==> src/shared/dtc_map.svh <==
// Constants of the disk transfer control block
`ifndef DTC_MAP_SVH
`define DTC_MAP_SVH
`define DTC_CLK_PERIOD_NS   4
`define DTC_ERASE_DELAY_NS  200
`define DTC_ERASE_DELAY_CYC ((`DTC_ERASE_DELAY_NS + `DTC_CLK_PERIOD_NS - 1) / `DTC_CLK_PERIOD_NS)
`define DTC_DLY_W           6
`define DTC_HEADS           4
`define DTC_PINS            23
`define DTC_PIN_IDLE        23'h7FC000
`define DTC_FLT_ERASE       0
`define DTC_FLT_DC          1
`define DTC_FLT_AC          2
`define DTC_FLT_HEAD        3
`define DTC_FLT_W           4
`endif

==> src/shared/dtc_pkg.sv <==
// Types of the disk transfer control block
package dtc_pkg;
    typedef logic [3:0] dtc_heads_t;      // One-hot active-low head selects
    typedef logic [3:0] dtc_faults_t;     // Fault identification flags
    typedef enum logic [1:0] {DTC_IDLE, DTC_WAIT, DTC_TRIP} dtc_erase_e;
endpackage

==> src/dtc_core.sv <==
// Disk transfer control: head select, mode gating, protect, write driver, faults
`timescale 1ns/1ps
`include "dtc_map.svh"

module dtc_core
(
    input  wire logic               i_clk,               // 250 MHz clock
    input  wire logic               i_rst_b,             // Async reset, active low
    input  wire logic               i_disk_choice_n,     // Disk choice pin
    input  wire logic               i_surface_choice_n,  // Head choice pin
    input  wire logic               i_unit_chosen_n,     // Drive selected pin
    input  wire logic               i_read_gate_n,       // Read gate pin
    input  wire logic               i_write_gate_n,      // Write gate pin
    input  wire logic               i_erase_gate_n,      // Erase gate pin
    input  wire logic               i_host_protect_req_n,// Host protect request
    input  wire logic               i_write_data_n,      // Write data pulses
    input  wire logic               i_inner_track_zone_n,// Inner tracks
    input  wire logic               i_top_disk,          // Top disk addressed
    input  wire logic               i_erase_source_option,  // Closed = erase gate
    input  wire logic               i_upper_protect_option, // Closed = no protect
    input  wire logic               i_lower_protect_option, // Closed = no protect
    input  wire logic               i_panel_unprotect,   // Protect pushbutton
    input  wire logic               i_emergency_retract, // Retract event level
    input  wire logic               i_load_mode,         // High in load mode
    input  wire logic               i_indicator_set,     // Sets lamp latch
    input  wire logic               i_erase_current,     // Erase current sensed
    input  wire logic               i_dc_current,        // DC write current sensed
    input  wire logic               i_ac_missing,        // AC sense output high
    input  wire logic               i_multi_head_wr,     // Write-side comparator
    input  wire logic               i_multi_head_rd,     // Read-side comparator
    input  wire logic               i_fault_clear,       // Re-arms flags and check
    output logic                    o_head_sel_n [`DTC_HEADS],  // Head selects
    output logic                    o_separator_en,      // Separator output enable
    output logic                    o_internal_write_cmd_n, // To fault detection
    output logic                    o_write_bias_en_n,   // Write bias enable
    output logic                    o_read_clamp_n,      // Read amp clamp
    output logic                    o_write_drive,       // Write driver enable
    output logic                    o_erase_drive,       // Erase coil drive
    output logic                    o_erase_cmd_flag,    // Erase command flag
    output logic                    o_coil_a,            // Coil half A
    output logic                    o_coil_b,            // Coil half B
    output logic                    o_current_reduce,    // Shunt write current
    output logic                    o_protected_status_n,// Protect status
    output logic                    o_protect_lamp,      // Protect light
    output logic                    o_write_check_cond_n,// Write check, low = set
    output logic                    o_dc_fault_probe,    // Low on DC fault
    output logic                    o_ac_fault_probe,    // Low on AC fault
    output dtc_pkg::dtc_faults_t    o_fault_flags        // Fault identification
);
    import dtc_pkg::*;

    // Pin sampler: two flops per pin, stage one read only by stage two
    localparam int NPIN = `DTC_PINS;
    logic [NPIN-1:0] pin_raw;   // Raw pins
    logic [NPIN-1:0] pin_s1;    // First stage
    logic [NPIN-1:0] pin_s2;    // Synchronised pins
    assign pin_raw = {i_disk_choice_n, i_surface_choice_n, i_unit_chosen_n,
                      i_read_gate_n, i_write_gate_n, i_erase_gate_n,
                      i_host_protect_req_n, i_write_data_n, i_inner_track_zone_n,
                      i_top_disk, i_erase_source_option, i_upper_protect_option,
                      i_lower_protect_option, i_panel_unprotect, i_emergency_retract,
                      i_load_mode, i_indicator_set, i_erase_current, i_dc_current,
                      i_ac_missing, i_multi_head_wr, i_multi_head_rd, i_fault_clear};

    // Two-flop synchroniser; reset loads each pin's idle level so that
    // no edge detector sees a false edge as reset lets go
    always_ff @(posedge i_clk or negedge i_rst_b)
    begin
        if (!i_rst_b)
        begin
            pin_s1 <= `DTC_PIN_IDLE;
            pin_s2 <= `DTC_PIN_IDLE;
        end
        else
        begin
            pin_s1 <= pin_raw;
            pin_s2 <= pin_s1;
        end
    end

    // Synchronised pins, split out by role
    logic disk_n, surf_n, unit_n, rgate_n, wgate_n, egate_n, hreq_n, wdata_n;
    logic inner_n, top, eopt, uopt, lopt, unprot, retract, loadm, ind_set;
    logic ecur, dccur, acmiss, mh_wr, mh_rd, fclr;
    assign {disk_n, surf_n, unit_n, rgate_n, wgate_n, egate_n, hreq_n, wdata_n,
            inner_n, top, eopt, uopt, lopt, unprot, retract, loadm, ind_set,
            ecur, dccur, acmiss, mh_wr, mh_rd, fclr} = pin_s2;

    // Decode of a two-bit head number into active-low one-hot
    // A set disable input keeps every select high
    function automatic dtc_heads_t dtc_decode(input logic [1:0] num, input logic dis);
        dtc_heads_t v;
        v = 4'hF;
        if (!dis)
            v[num] = 1'b0;
        return v;
    endfunction

    logic write_protect_n;  // Combined protect, low = protected
    logic sel_inhibit;      // Decoder disable
    dtc_heads_t heads_n;    // Next head selects
    // Decoder disables: deselected, or protect outside read
    assign sel_inhibit = unit_n
                       || (!write_protect_n && (unit_n || rgate_n));
    assign heads_n = dtc_decode({disk_n, surf_n}, sel_inhibit);

    // Mode gating
    logic wr_cmd;    // Internal write command, high = active
    logic erase_src; // Erase before protect gate
    logic erase_on;  // Gated erase
    assign wr_cmd    = !wgate_n && !unit_n && write_protect_n;
    assign erase_src = eopt ? !egate_n : (!wgate_n && !unit_n);
    assign erase_on  = erase_src && write_protect_n;

    // Registered mode outputs
    always_ff @(posedge i_clk or negedge i_rst_b)
    begin
        if (!i_rst_b)
        begin
            o_separator_en         <= 1'b0;
            o_internal_write_cmd_n <= 1'b1;
            o_write_bias_en_n      <= 1'b1;
            o_read_clamp_n         <= 1'b1;
            o_write_drive          <= 1'b0;
            o_erase_drive          <= 1'b0;
            o_erase_cmd_flag       <= 1'b0;
            o_current_reduce       <= 1'b0;
            for (int h = 0; h < `DTC_HEADS; h++)
                o_head_sel_n[h] <= 1'b1;
        end
        else
        begin
            o_separator_en         <= !rgate_n;
            o_internal_write_cmd_n <= !wr_cmd;
            o_write_bias_en_n      <= !wr_cmd;
            o_read_clamp_n         <= !wr_cmd;
            o_write_drive          <= wr_cmd;
            o_erase_drive          <= erase_on;
            o_erase_cmd_flag       <= erase_on;
            o_current_reduce       <= !inner_n;
            for (int h = 0; h < `DTC_HEADS; h++)
                o_head_sel_n[h] <= heads_n[h];
        end
    end

    // Clear pulse: reset release, retract, run to load
    logic boot_done, retract_d, load_d, clear_pulse_n;
    always_ff @(posedge i_clk or negedge i_rst_b)
    begin
        if (!i_rst_b)
        begin
            boot_done <= 1'b0;
            retract_d <= 1'b0;
            load_d    <= 1'b1;
        end
        else
        begin
            boot_done <= 1'b1;
            retract_d <= retract;
            load_d    <= loadm;
        end
    end
    assign clear_pulse_n = !(!boot_done || (retract && !retract_d)
                             || (loadm && !load_d));

    // Protect latches, upper index 1, lower index 0
    logic [1:0] prot;      // Latch states
    logic [1:0] prot_opt;  // Option switch closed
    assign prot_opt = {uopt, lopt};
    genvar g;
    generate
        for (g = 0; g < 2; g++)
        begin : g_prot
            // Set by clear pulse or host; cleared by panel; option closed holds off
            always_ff @(posedge i_clk or negedge i_rst_b)
            begin
                if (!i_rst_b)
                    prot[g] <= 1'b0;
                else if (prot_opt[g])
                    prot[g] <= 1'b0;
                else if (unprot)
                    prot[g] <= 1'b0;
                else if (!clear_pulse_n || !hreq_n)
                    prot[g] <= 1'b1;
            end
        end
    endgenerate

    // Qualified disk latches and the write check merge into one protect level
    logic write_check;  // Write check condition, high = set
    assign write_protect_n = !((prot[1] && top) || (prot[0] && !top)
                               || write_check);

    // Status and lamp
    logic lamp;
    always_ff @(posedge i_clk or negedge i_rst_b)
    begin
        if (!i_rst_b)
        begin
            o_protected_status_n <= 1'b1;
            lamp                 <= 1'b0;
        end
        else
        begin
            o_protected_status_n <= !(!unit_n && (|prot));
            if (ind_set)
                lamp <= 1'b1;
            else if (!(|prot))
                lamp <= 1'b0;
        end
    end
    assign o_protect_lamp = lamp;

    // Write toggle on falling edge of write data while selected
    logic wdata_d, toggle;
    always_ff @(posedge i_clk or negedge i_rst_b)
    begin
        if (!i_rst_b)
        begin
            wdata_d <= 1'b1;
            toggle  <= 1'b0;
        end
        else
        begin
            wdata_d <= wdata_n;
            if (!unit_n && !wdata_n && wdata_d)
                toggle <= !toggle;
        end
    end
    // Coil halves are always complementary
    assign o_coil_a = toggle;
    assign o_coil_b = !toggle;

    // Fault detectors, each high while its fault stands
    // Detector outputs are levels; latching happens further down
    logic erase_fault, dc_fault, ac_fault, head_fault;
    assign erase_fault = ecur != erase_on;
    assign dc_fault    = wr_cmd && !dccur;
    assign ac_fault    = wr_cmd && (acmiss || !dccur);
    assign head_fault  = wr_cmd ? mh_wr : (!rgate_n && mh_rd);

    // Erase fault delay: must persist for the delay before tripping
    dtc_erase_e er_state;
    logic [`DTC_DLY_W-1:0] er_cnt;
    always_ff @(posedge i_clk or negedge i_rst_b)
    begin
        if (!i_rst_b)
        begin
            er_state <= DTC_IDLE;
            er_cnt   <= '0;
        end
        else
        begin
            case (er_state)
                DTC_IDLE:
                begin
                    er_cnt <= '0;
                    if (erase_fault)
                        er_state <= DTC_WAIT;
                end
                DTC_WAIT:
                begin
                    if (!erase_fault)
                        er_state <= DTC_IDLE;
                    else if (er_cnt == `DTC_DLY_W'(`DTC_ERASE_DELAY_CYC - 1))
                        er_state <= DTC_TRIP;
                    else
                        er_cnt <= er_cnt + 1'b1;
                end
                DTC_TRIP:
                    if (!erase_fault)
                        er_state <= DTC_IDLE;
                default:
                    er_state <= DTC_IDLE;
            endcase
        end
    end

    // Fault flags and write check; setting wins over clearing
    dtc_faults_t flags;
    logic [`DTC_FLT_W-1:0] fset;
    // Collect the detector outputs by flag position
    always_comb
    begin
        fset = '0;
        fset[`DTC_FLT_ERASE] = erase_fault;
        fset[`DTC_FLT_DC]    = dc_fault;
        fset[`DTC_FLT_AC]    = ac_fault;
        fset[`DTC_FLT_HEAD]  = head_fault;
    end
    always_ff @(posedge i_clk or negedge i_rst_b)
    begin
        if (!i_rst_b)
        begin
            flags       <= '0;
            write_check <= 1'b0;
        end
        else
        begin
            flags <= fset | (fclr ? '0 : flags);
            if ((er_state == DTC_TRIP) || dc_fault || ac_fault || head_fault)
                write_check <= 1'b1;
            else if (fclr)
                write_check <= 1'b0;
        end
    end
    // Outputs: flags as kept, probes low on their fault
    assign o_fault_flags        = flags;
    assign o_write_check_cond_n = !write_check;
    assign o_dc_fault_probe     = !flags[`DTC_FLT_DC];
    assign o_ac_fault_probe     = !flags[`DTC_FLT_AC];
endmodule

==> config.mk <==
export PLATFORM = sky130hd
export DESIGN_NAME = dtc_core
export DESIGN_NICKNAME = d
export VERILOG_FILES = /design/src/shared/dtc_pkg.sv /design/src/dtc_core.sv
export VERILOG_INCLUDE_DIRS = /design/src /design/src/shared
export SDC_FILE = /design/constraint.sdc
export NUM_CORES = 1
export LEC_CHECK = 0
export ABC_AREA = 0
export BUFFER_PORTS_ARGS = -buffer_cell sky130_fd_sc_hd__buf_2
export CAP_MARGIN = 40
export CORE_UTILIZATION = 45
export DETAILED_ROUTE_END_ITERATION = 10
export GPL_TIMING_DRIVEN = 0
export MAX_ROUTING_LAYER = met4
export PLACE_DENSITY = 0.67
export SLEW_MARGIN = 20
export SYNTH_ARGS = -nofsm -noshare
export SYNTH_HDL_FRONTEND = slang
export SYNTH_SLANG_ARGS = --single-unit
==> constraint.sdc <==
create_clock -name i_clk -period 2.65 [get_ports i_clk]
set_input_delay 0.1325 -clock i_clk [delete_from_list [all_inputs] [get_ports i_clk]]
set_output_delay 0.1325 -clock i_clk [all_outputs]
set_load 0.02 [all_outputs]
==> flow_metrics.env, run 1 <==
export IMPL_status="complete, no violations"
export IMPL_leakagePower_nw=1.55
export IMPL_slew_violations=0
export IMPL_cpPeakStageDelay_ns=0.47
export IMPL_fmax_mhz=448
export IMPL_switching_share_pct=23.1
export IMPL_ctsHoldBuffers=24
export IMPL_syn_instance_count=168
export IMPL_r2r_start="pin_s2[20]"
export IMPL_ff2ff_path_depth=5
export IMPL_ys_ff_latch=77
export IMPL_routed_wl_mm=3.99
export IMPL_io_pins=48
export IMPL_synth_async_reset_ratio_pct=100
export IMPL_core_um2=5470
export IMPL_clk_path_buf_depth=2
export IMPL_grt_ovfl_total=0
export IMPL_worstPathArrival_ns=2.46
export IMPL_routedWlPerCell_um=12.2
export IMPL_pwr_share_seq_pct=51.2
export IMPL_die_area_um2=5980
export IMPL_drtPass1Iterations=4
export IMPL_p_int_mw=1.96
export IMPL_fin_setup_tns_ns=0
export IMPL_grt_pass1_vias=1496
export IMPL_grt_pass1_wl_mm=6.64
export IMPL_synth_area_um2=2550
export IMPL_post_route_util_pct=61.8
export IMPL_start_kind="flop"
export IMPL_clkLatencyLatePin_ns=0.34
export IMPL_worstReg2RegEnd="er_cnt[5]"
export IMPL_syn_area_per_cell_um2=15.2
export IMPL_gp_congestion=0.761
export IMPL_path_cells="or3_4 > a2111oi_4 > xnor2_2 > o311a_1 > a221o_1"
export IMPL_path_clk_slew_ns=0.07
export IMPL_hold_path_class="in2async"
export IMPL_fillers=439
export IMPL_post_place_ws_ns=0.425
export IMPL_cts_tree="built"
export IMPL_synth_cell_types=40
export IMPL_finalCritPeriodShare_pct=84.3
export IMPL_skew_ns=0.00645
export IMPL_worstPathRequired_ns=2.87
export IMPL_p_sw_mw=0.591
export IMPL_synth_fp_nets=195
export IMPL_die_y_um=77.3
export IMPL_area_delta_synth_final_pct=32.5
export IMPL_post_cts_buffers=0
export IMPL_grt_max_degree=55
export IMPL_cts_buffers=9
export IMPL_min_period_ns=2.23
export IMPL_htreeDepth=3
export IMPL_die_w_um=77.3
export IMPL_diodes=0
export IMPL_worst_setup_path_end_kind="flop"
export IMPL_postCtsResizedCells=0
export IMPL_final_hold_violation_count=0
export IMPL_antenna_found_initial=0
export IMPL_whs_ns=0.239
export IMPL_io_buffers=47
export IMPL_ant_nets=0
export IMPL_rsz0062_at_grt="no"
export IMPL_grt_usage_pct=15.7
export IMPL_hpwl_mm=2.48
export IMPL_cts_root_buffer="clkbuf_8"
export IMPL_crit_type="reg2reg"
export IMPL_combPwrFrac_pct=9.8
export IMPL_layout_nets=278
export IMPL_initial_core_util_pct=46.6
export IMPL_clkSinkCount=77
export IMPL_route_detailed_drc=0
export IMPL_fin_ws_ns=0.415
export IMPL_critPathLaunch="pin_s2[20]"
export IMPL_slowest_stage="a2111oi_4"
export IMPL_setup_viol=0
export IMPL_power_share_clock_pct=39.0
export IMPL_synth_edf_count=0
export IMPL_cp_max_fo=9
export IMPL_ir_drop_mv=0.635
export IMPL_powerDensity_nw_per_um2=756
export IMPL_drt_iter0_markers=74
export IMPL_ys_seq_area_share_pct=76.8
export IMPL_rows=27
export IMPL_vias=1514
export IMPL_synth_top_flop_cell="dfrtp_1"
export IMPL_drv_cap=0
export IMPL_viasPerCell=4.62
export IMPL_reg2reg_slack_ns=0.42
export IMPL_critPathCapture="er_cnt[5]"
export IMPL_yosys_warnings=0
export IMPL_drive_gt1_share_pct=37.9
registers in the layout (all words and copies together) (netlist names), 2 cells and up:
name,flops
o_head_sel_n,4
o_fault_flags,4
er_state,2
pin_s1,23
er_cnt,6
pin_s2,23
prot,2
worst max-delay path, delay by kind of cell (launching register included):
kind | cells | cell delay, ns
compound gates | 3 | 1.12
flops | 1 | 0.40
simple gates | 1 | 0.40
xor+xnor | 1 | 0.21
logic make-up after synthesis:
group,synth area share (%)
buf+inv,3.09
simple gates,9.51
xor+xnor,1.32
other cells,0.147
compound gates,7.01
fa+ha+maj,0.980
flops,76.8
mux,1.18
layer usage:
layer	vias up	track usage, %	share of wire (%)
met4	0	6.23	1.3
met3	5	7.26	6.4
li1	730	-	-
met1	729	17.7	43
met5	-	-	0
met2	50	24.3	50
per-stage QoR:
stage / cell area, um2 / power [mW] / cells
2_1_floorplan: 2550 / 1.45 / 168
3_3_place_gp: 2880 / 1.54 / 287
3_5_place_dp: 2910 / 1.56 / 288
4_1_cts: 3380 / 2.59 / 328
5_1_grt: 3380 / 2.67 / 328
6_report: 3380 / 2.56 / 328
worst min path at each step:
stage / startpoint / endpoint / slack, ns / cells after the start
after floorplan: i_rst_b / boot_done / -0.16 / 0
after global routing: i_rst_b / er_cnt[4] / 0.26 / 2
final: i_rst_b / er_cnt[3] / 0.24 / 2
after global placement: i_host_protect_req_n / pin_s1[16] / 0.24 / 1
after CTS: i_rst_b / er_cnt[2] / 0.23 / 2
after detailed placement: i_rst_b / er_cnt[3] / 0.05 / 1
power groups by stage:
stage	clock network (mW)	registers, mW	logic, mW
detailed placement	0	1.33	0.225
global route	1.08	1.32	0.275
floorplan	0	1.35	0.0995
finish	0.997	1.31	0.249
global placement	0	1.33	0.216
CTS	1.03	1.31	0.253
area by class of cell:
type	count	area [um2]	share of cell area [%]
clock inverters	4	77.6	2.29
multi-input cells	73	514	15.2
clock buffers	12	155	4.59
inverters	12	45.0	1.33
repair buffers	72	505	15.0
plain buffers	6	33.8	0.999
well taps	72	90.1	2.66
flip-flops and latches	77	1960	58.0
cells in the mapped netlist, types with 3 or more instances:
cell type | number | area (um2)
nor2b_1 | 3 | 18.8
a21oi_1 | 4 | 20.0
o21ai_0 | 5 | 25.0
clkbuf_1 | 3 | 11.3
nand2_1 | 4 | 15.0
buf_4 | 3 | 22.5
nand3_1 | 7 | 35.0
nand2b_1 | 5 | 31.3
dfstp_2 | 26 | 683
nor2_1 | 6 | 22.5
mux2i_1 | 3 | 30.0
nand3b_1 | 3 | 22.5
dfrtp_1 | 51 | 1280
nor3_1 | 3 | 15.0
inv_1 | 12 | 45.0
placed cells by master, fill, tap and decap left out, types with 2 or more instances in the layout:
cell type and instances:
nand3_1 7, nor2b_1 3, nand3b_1 3, dfrtp_1 51
dfstp_2 26, nand2_1 4, nor3b_1 2, nand2b_1 5
mux2i_1 3, inv_6 2, buf_2 46, o21bai_1 2
o21ai_0 5, ha_1 2, nor3_1 3, o211ai_1 2
bufinv_16 2, a21oi_1 4, o22ai_1 2, dlygate4sd3_1 24
buf_4 4, clkbuf_8 11, inv_1 12, clkbuf_1 4
nor2_1 6
Power figures use the tool's default switching activity.
==> run 2, diff against run 1 <==
--- a/config.mk
+++ b/config.mk
@@ -6,14 +6,14 @@
 export SDC_FILE = /design/constraint.sdc
 export NUM_CORES = 1
 export LEC_CHECK = 0
-export ABC_AREA = 0
+export ABC_AREA = 1
 export BUFFER_PORTS_ARGS = -buffer_cell sky130_fd_sc_hd__buf_2
 export CAP_MARGIN = 40
 export CORE_UTILIZATION = 45
 export DETAILED_ROUTE_END_ITERATION = 10
 export GPL_TIMING_DRIVEN = 0
 export MAX_ROUTING_LAYER = met4
-export PLACE_DENSITY = 0.67
+export PLACE_DENSITY = 0.7
 export SLEW_MARGIN = 20
 export SYNTH_ARGS = -nofsm -noshare
 export SYNTH_HDL_FRONTEND = slang
==> constraint.sdc (replaced) <==
create_clock -name i_clk -period 1.8 [get_ports i_clk]
set_input_delay 0.09 -clock i_clk [delete_from_list [all_inputs] [get_ports i_clk]]
set_output_delay 0.09 -clock i_clk [all_outputs]
set_load 0.02 [all_outputs]
==> flow_metrics.env, run 2 <==
export IMPL_status="complete, no violations"
export IMPL_cp_max_fo=7
export IMPL_fin_setup_tns_ns=0
export IMPL_yosysMostFrequentCell="dfrtp_1"
export IMPL_vias=1611
export IMPL_post_place_ws_ns=0.375
export IMPL_path_clk_slew_ns=0.08
export IMPL_crit_top_cell="nand2_1"
export IMPL_cts_buffers=9
export IMPL_synth_common_cells="dfrtp_1, nand2_1, inv_1"
export IMPL_most_common_layout_cells="dfrtp_1, buf_2, nand2_1"
export IMPL_syn_instance_count=200
export IMPL_setup_viol=0
export IMPL_grt_pass1_vias=1617
export IMPL_worst_setup_path_end_kind="flop"
export IMPL_rows=27
export IMPL_clkSinkCount=77
export IMPL_fillers=451
export IMPL_die_y_um=77.2
export IMPL_powerDensity_nw_per_um2=1120
export IMPL_switching_share_pct=24.8
export IMPL_die_area_um2=5960
export IMPL_start_kind="flop"
export IMPL_area_delta_synth_final_pct=32.1
export IMPL_ir_drop_mv=0.845
export IMPL_gp_congestion=0.737
export IMPL_critPathLaunch="prot[0]"
export IMPL_io_pins=48
export IMPL_worstPathArrival_ns=1.65
export IMPL_drt_iter0_markers=92
export IMPL_layout_nets=310
export IMPL_clkLatencyLatePin_ns=0.34
export IMPL_synth_area_um2=2550
export IMPL_final_common_cell="dfrtp_1"
export IMPL_ant_nets=0
export IMPL_worstPathRequired_ns=2.03
export IMPL_slowest_stage="dfrtp_1"
export IMPL_syn_area_per_cell_um2=12.7
export IMPL_postCtsResizedCells=0
export IMPL_synth_area_top_cells="dfrtp_1, dfstp_2, nand2_1"
export IMPL_hold_path_class="in2async"
export IMPL_r2r_start="prot[0]"
export IMPL_route_detailed_drc=0
export IMPL_hpwl_mm=2.59
export IMPL_synth_cell_types=25
export IMPL_reg_largest_list="pin_s1: 23 flops, pin_s2: 23 flops, er_cnt: 6 flops"
export IMPL_leakagePower_nw=1.64
export IMPL_synth_top_flop_cell="dfrtp_1"
export IMPL_synth_async_reset_ratio_pct=100
export IMPL_diodes=0
export IMPL_crit_type="reg2reg"
export IMPL_grt_ovfl_total=0
export IMPL_slew_violations=0
export IMPL_htreeDepth=3
export IMPL_core_um2=5470
export IMPL_clk_path_buf_depth=2
export IMPL_die_w_um=77.2
export IMPL_ys_seq_area_share_pct=77.0
export IMPL_yosys_warnings=0
export IMPL_cpPeakStageDelay_ns=0.41
export IMPL_grt_pass1_wl_mm=6.91
export IMPL_skew_ns=0.00894
export IMPL_min_period_ns=1.42
export IMPL_grt_max_degree=49
export IMPL_power_share_clock_pct=37.6
export IMPL_yosysTopAreaCell="dfrtp_1"
export IMPL_finalCritPeriodShare_pct=79.0
export IMPL_viasPerCell=4.48
export IMPL_path_cells="inv_1 > nor2_1 > nor2_2 > nand3_1 > nand3_4 > nand2_4 > nand2_1 > nand2_1"
export IMPL_rsz0062_at_grt="no"
export IMPL_cts_tree="built"
export IMPL_pwr_share_seq_pct=51.4
export IMPL_fmax_mhz=703
export IMPL_grt_usage_pct=16.4
export IMPL_routed_wl_mm=4.03
export IMPL_routedWlPerCell_um=11.2
export IMPL_antenna_found_initial=0
export IMPL_cts_root_buffer="clkbuf_8"
export IMPL_drtPass1Iterations=4
export IMPL_combPwrFrac_pct=11.0
export IMPL_synth_edf_count=0
export IMPL_fin_ws_ns=0.378
export IMPL_p_int_mw=2.83
export IMPL_synth_fp_nets=227
export IMPL_drive_gt1_share_pct=34.4
export IMPL_ys_ff_latch=77
export IMPL_final_hold_violation_count=0
export IMPL_drv_cap=0
export IMPL_io_buffers=47
export IMPL_p_sw_mw=0.931
export IMPL_initial_core_util_pct=46.5
export IMPL_power_total_mw=3.76
export IMPL_synth_top_area_share_pct=50.1
==> run 2: changes by cell type after synthesis, sizes merged, moves of 3 or more <==
| cell | change |
|---|---|
| nand2 | +32 |
| mux2i | -3 |
| nand3 | +9 |
| inv | +16 |
| nor2b | -3 |
| nor2 | +11 |
| or3 | -3 |
| clkbuf | -3 |
| nand2b | -5 |
==> run 2: repair_timing <==
action	CTS	global route
hold buffers	24	0
buffers inserted	0	0
hold endpoints to repair	52	0
==> run 2: cell families (layout without fill, tap and decap cells) <==
| group | after synthesis | after routing | synth area share [%] |
|---|---|---|---|
| fa+ha+maj | 2 | 2 | 0.983 |
| compound gates | 12 | 12 | 2.65 |
| flops | 77 | 77 | 77.0 |
| other cells | 1 | 1 | 0.147 |
| simple gates | 74 | 74 | 13.4 |
| xor+xnor | 2 | 2 | 0.688 |
| buf+inv | 32 | 120 | 5.16 |
==> run 2: worst max-delay path: cells and delay by family (launching register included) <==
kind,cells,cell delay (ns)
and+or+nand+nor,7,0.83
buffers and inverters,1,0.06
DFF,1,0.41
==> run 2: power groups by stage <==
stage / clock, mW / combinational, mW / sequential (mW)
after floorplan: 0 / 0.176 / 2.00
after global placement: 0 / 0.359 / 1.96
after detailed placement: 0 / 0.377 / 1.97
after CTS: 1.46 / 0.418 / 1.93
after global routing: 1.55 / 0.455 / 1.95
final: 1.42 / 0.412 / 1.93
==> run 2: metal layers <==
metal	track usage (%)	vias up	part of all wire, %
li1	-	782	-
met1	17.8	771	43
met2	25.8	52	51
met3	6.07	6	4.5
met4	9.81	0	1.8
met5	-	-	0
==> run 2: worst paths after layout <==
check,depth (start not counted),slack (ns),endpoint
hold / removal,2,0.22,pin_s1[3]
hold reg to reg,0,0.35,pin_s2[6]
setup reg to reg,8,0.38,er_cnt[3]
min in group i_clk,0,0.35,pin_s2[6]
max in group asynchronous,3,0.98,pin_s1[22]
setup / recovery,8,0.38,er_cnt[3]
==> run 2: cell type report <==
cell class / instances / area (um2) / share of cell area (%)
Timing Repair Buffer: 72 / 505 / 15.0
Buffer: 3 / 22.5 / 0.670
Clock inverter: 6 / 93.8 / 2.79
Sequential cell: 77 / 1960 / 58.3
Inverter: 29 / 109 / 3.24
Tap cell: 72 / 90.1 / 2.68
Clock buffer: 10 / 128 / 3.79
Multi-Input combinational cell: 91 / 455 / 13.5
==> run 2: metrics by stage <==
stage          cell area [um2]  cells  hold WS (ns)  util [%]
2_1_floorplan             2550    200        -0.206         -
3_3_place_gp              2870    319         0.196      52.5
3_5_place_dp              2900    320        0.0388      53.0
4_1_cts                   3360    360         0.215      61.5
5_1_grt                   3360    360         0.233      61.5
6_report                  3360    360         0.219      61.5
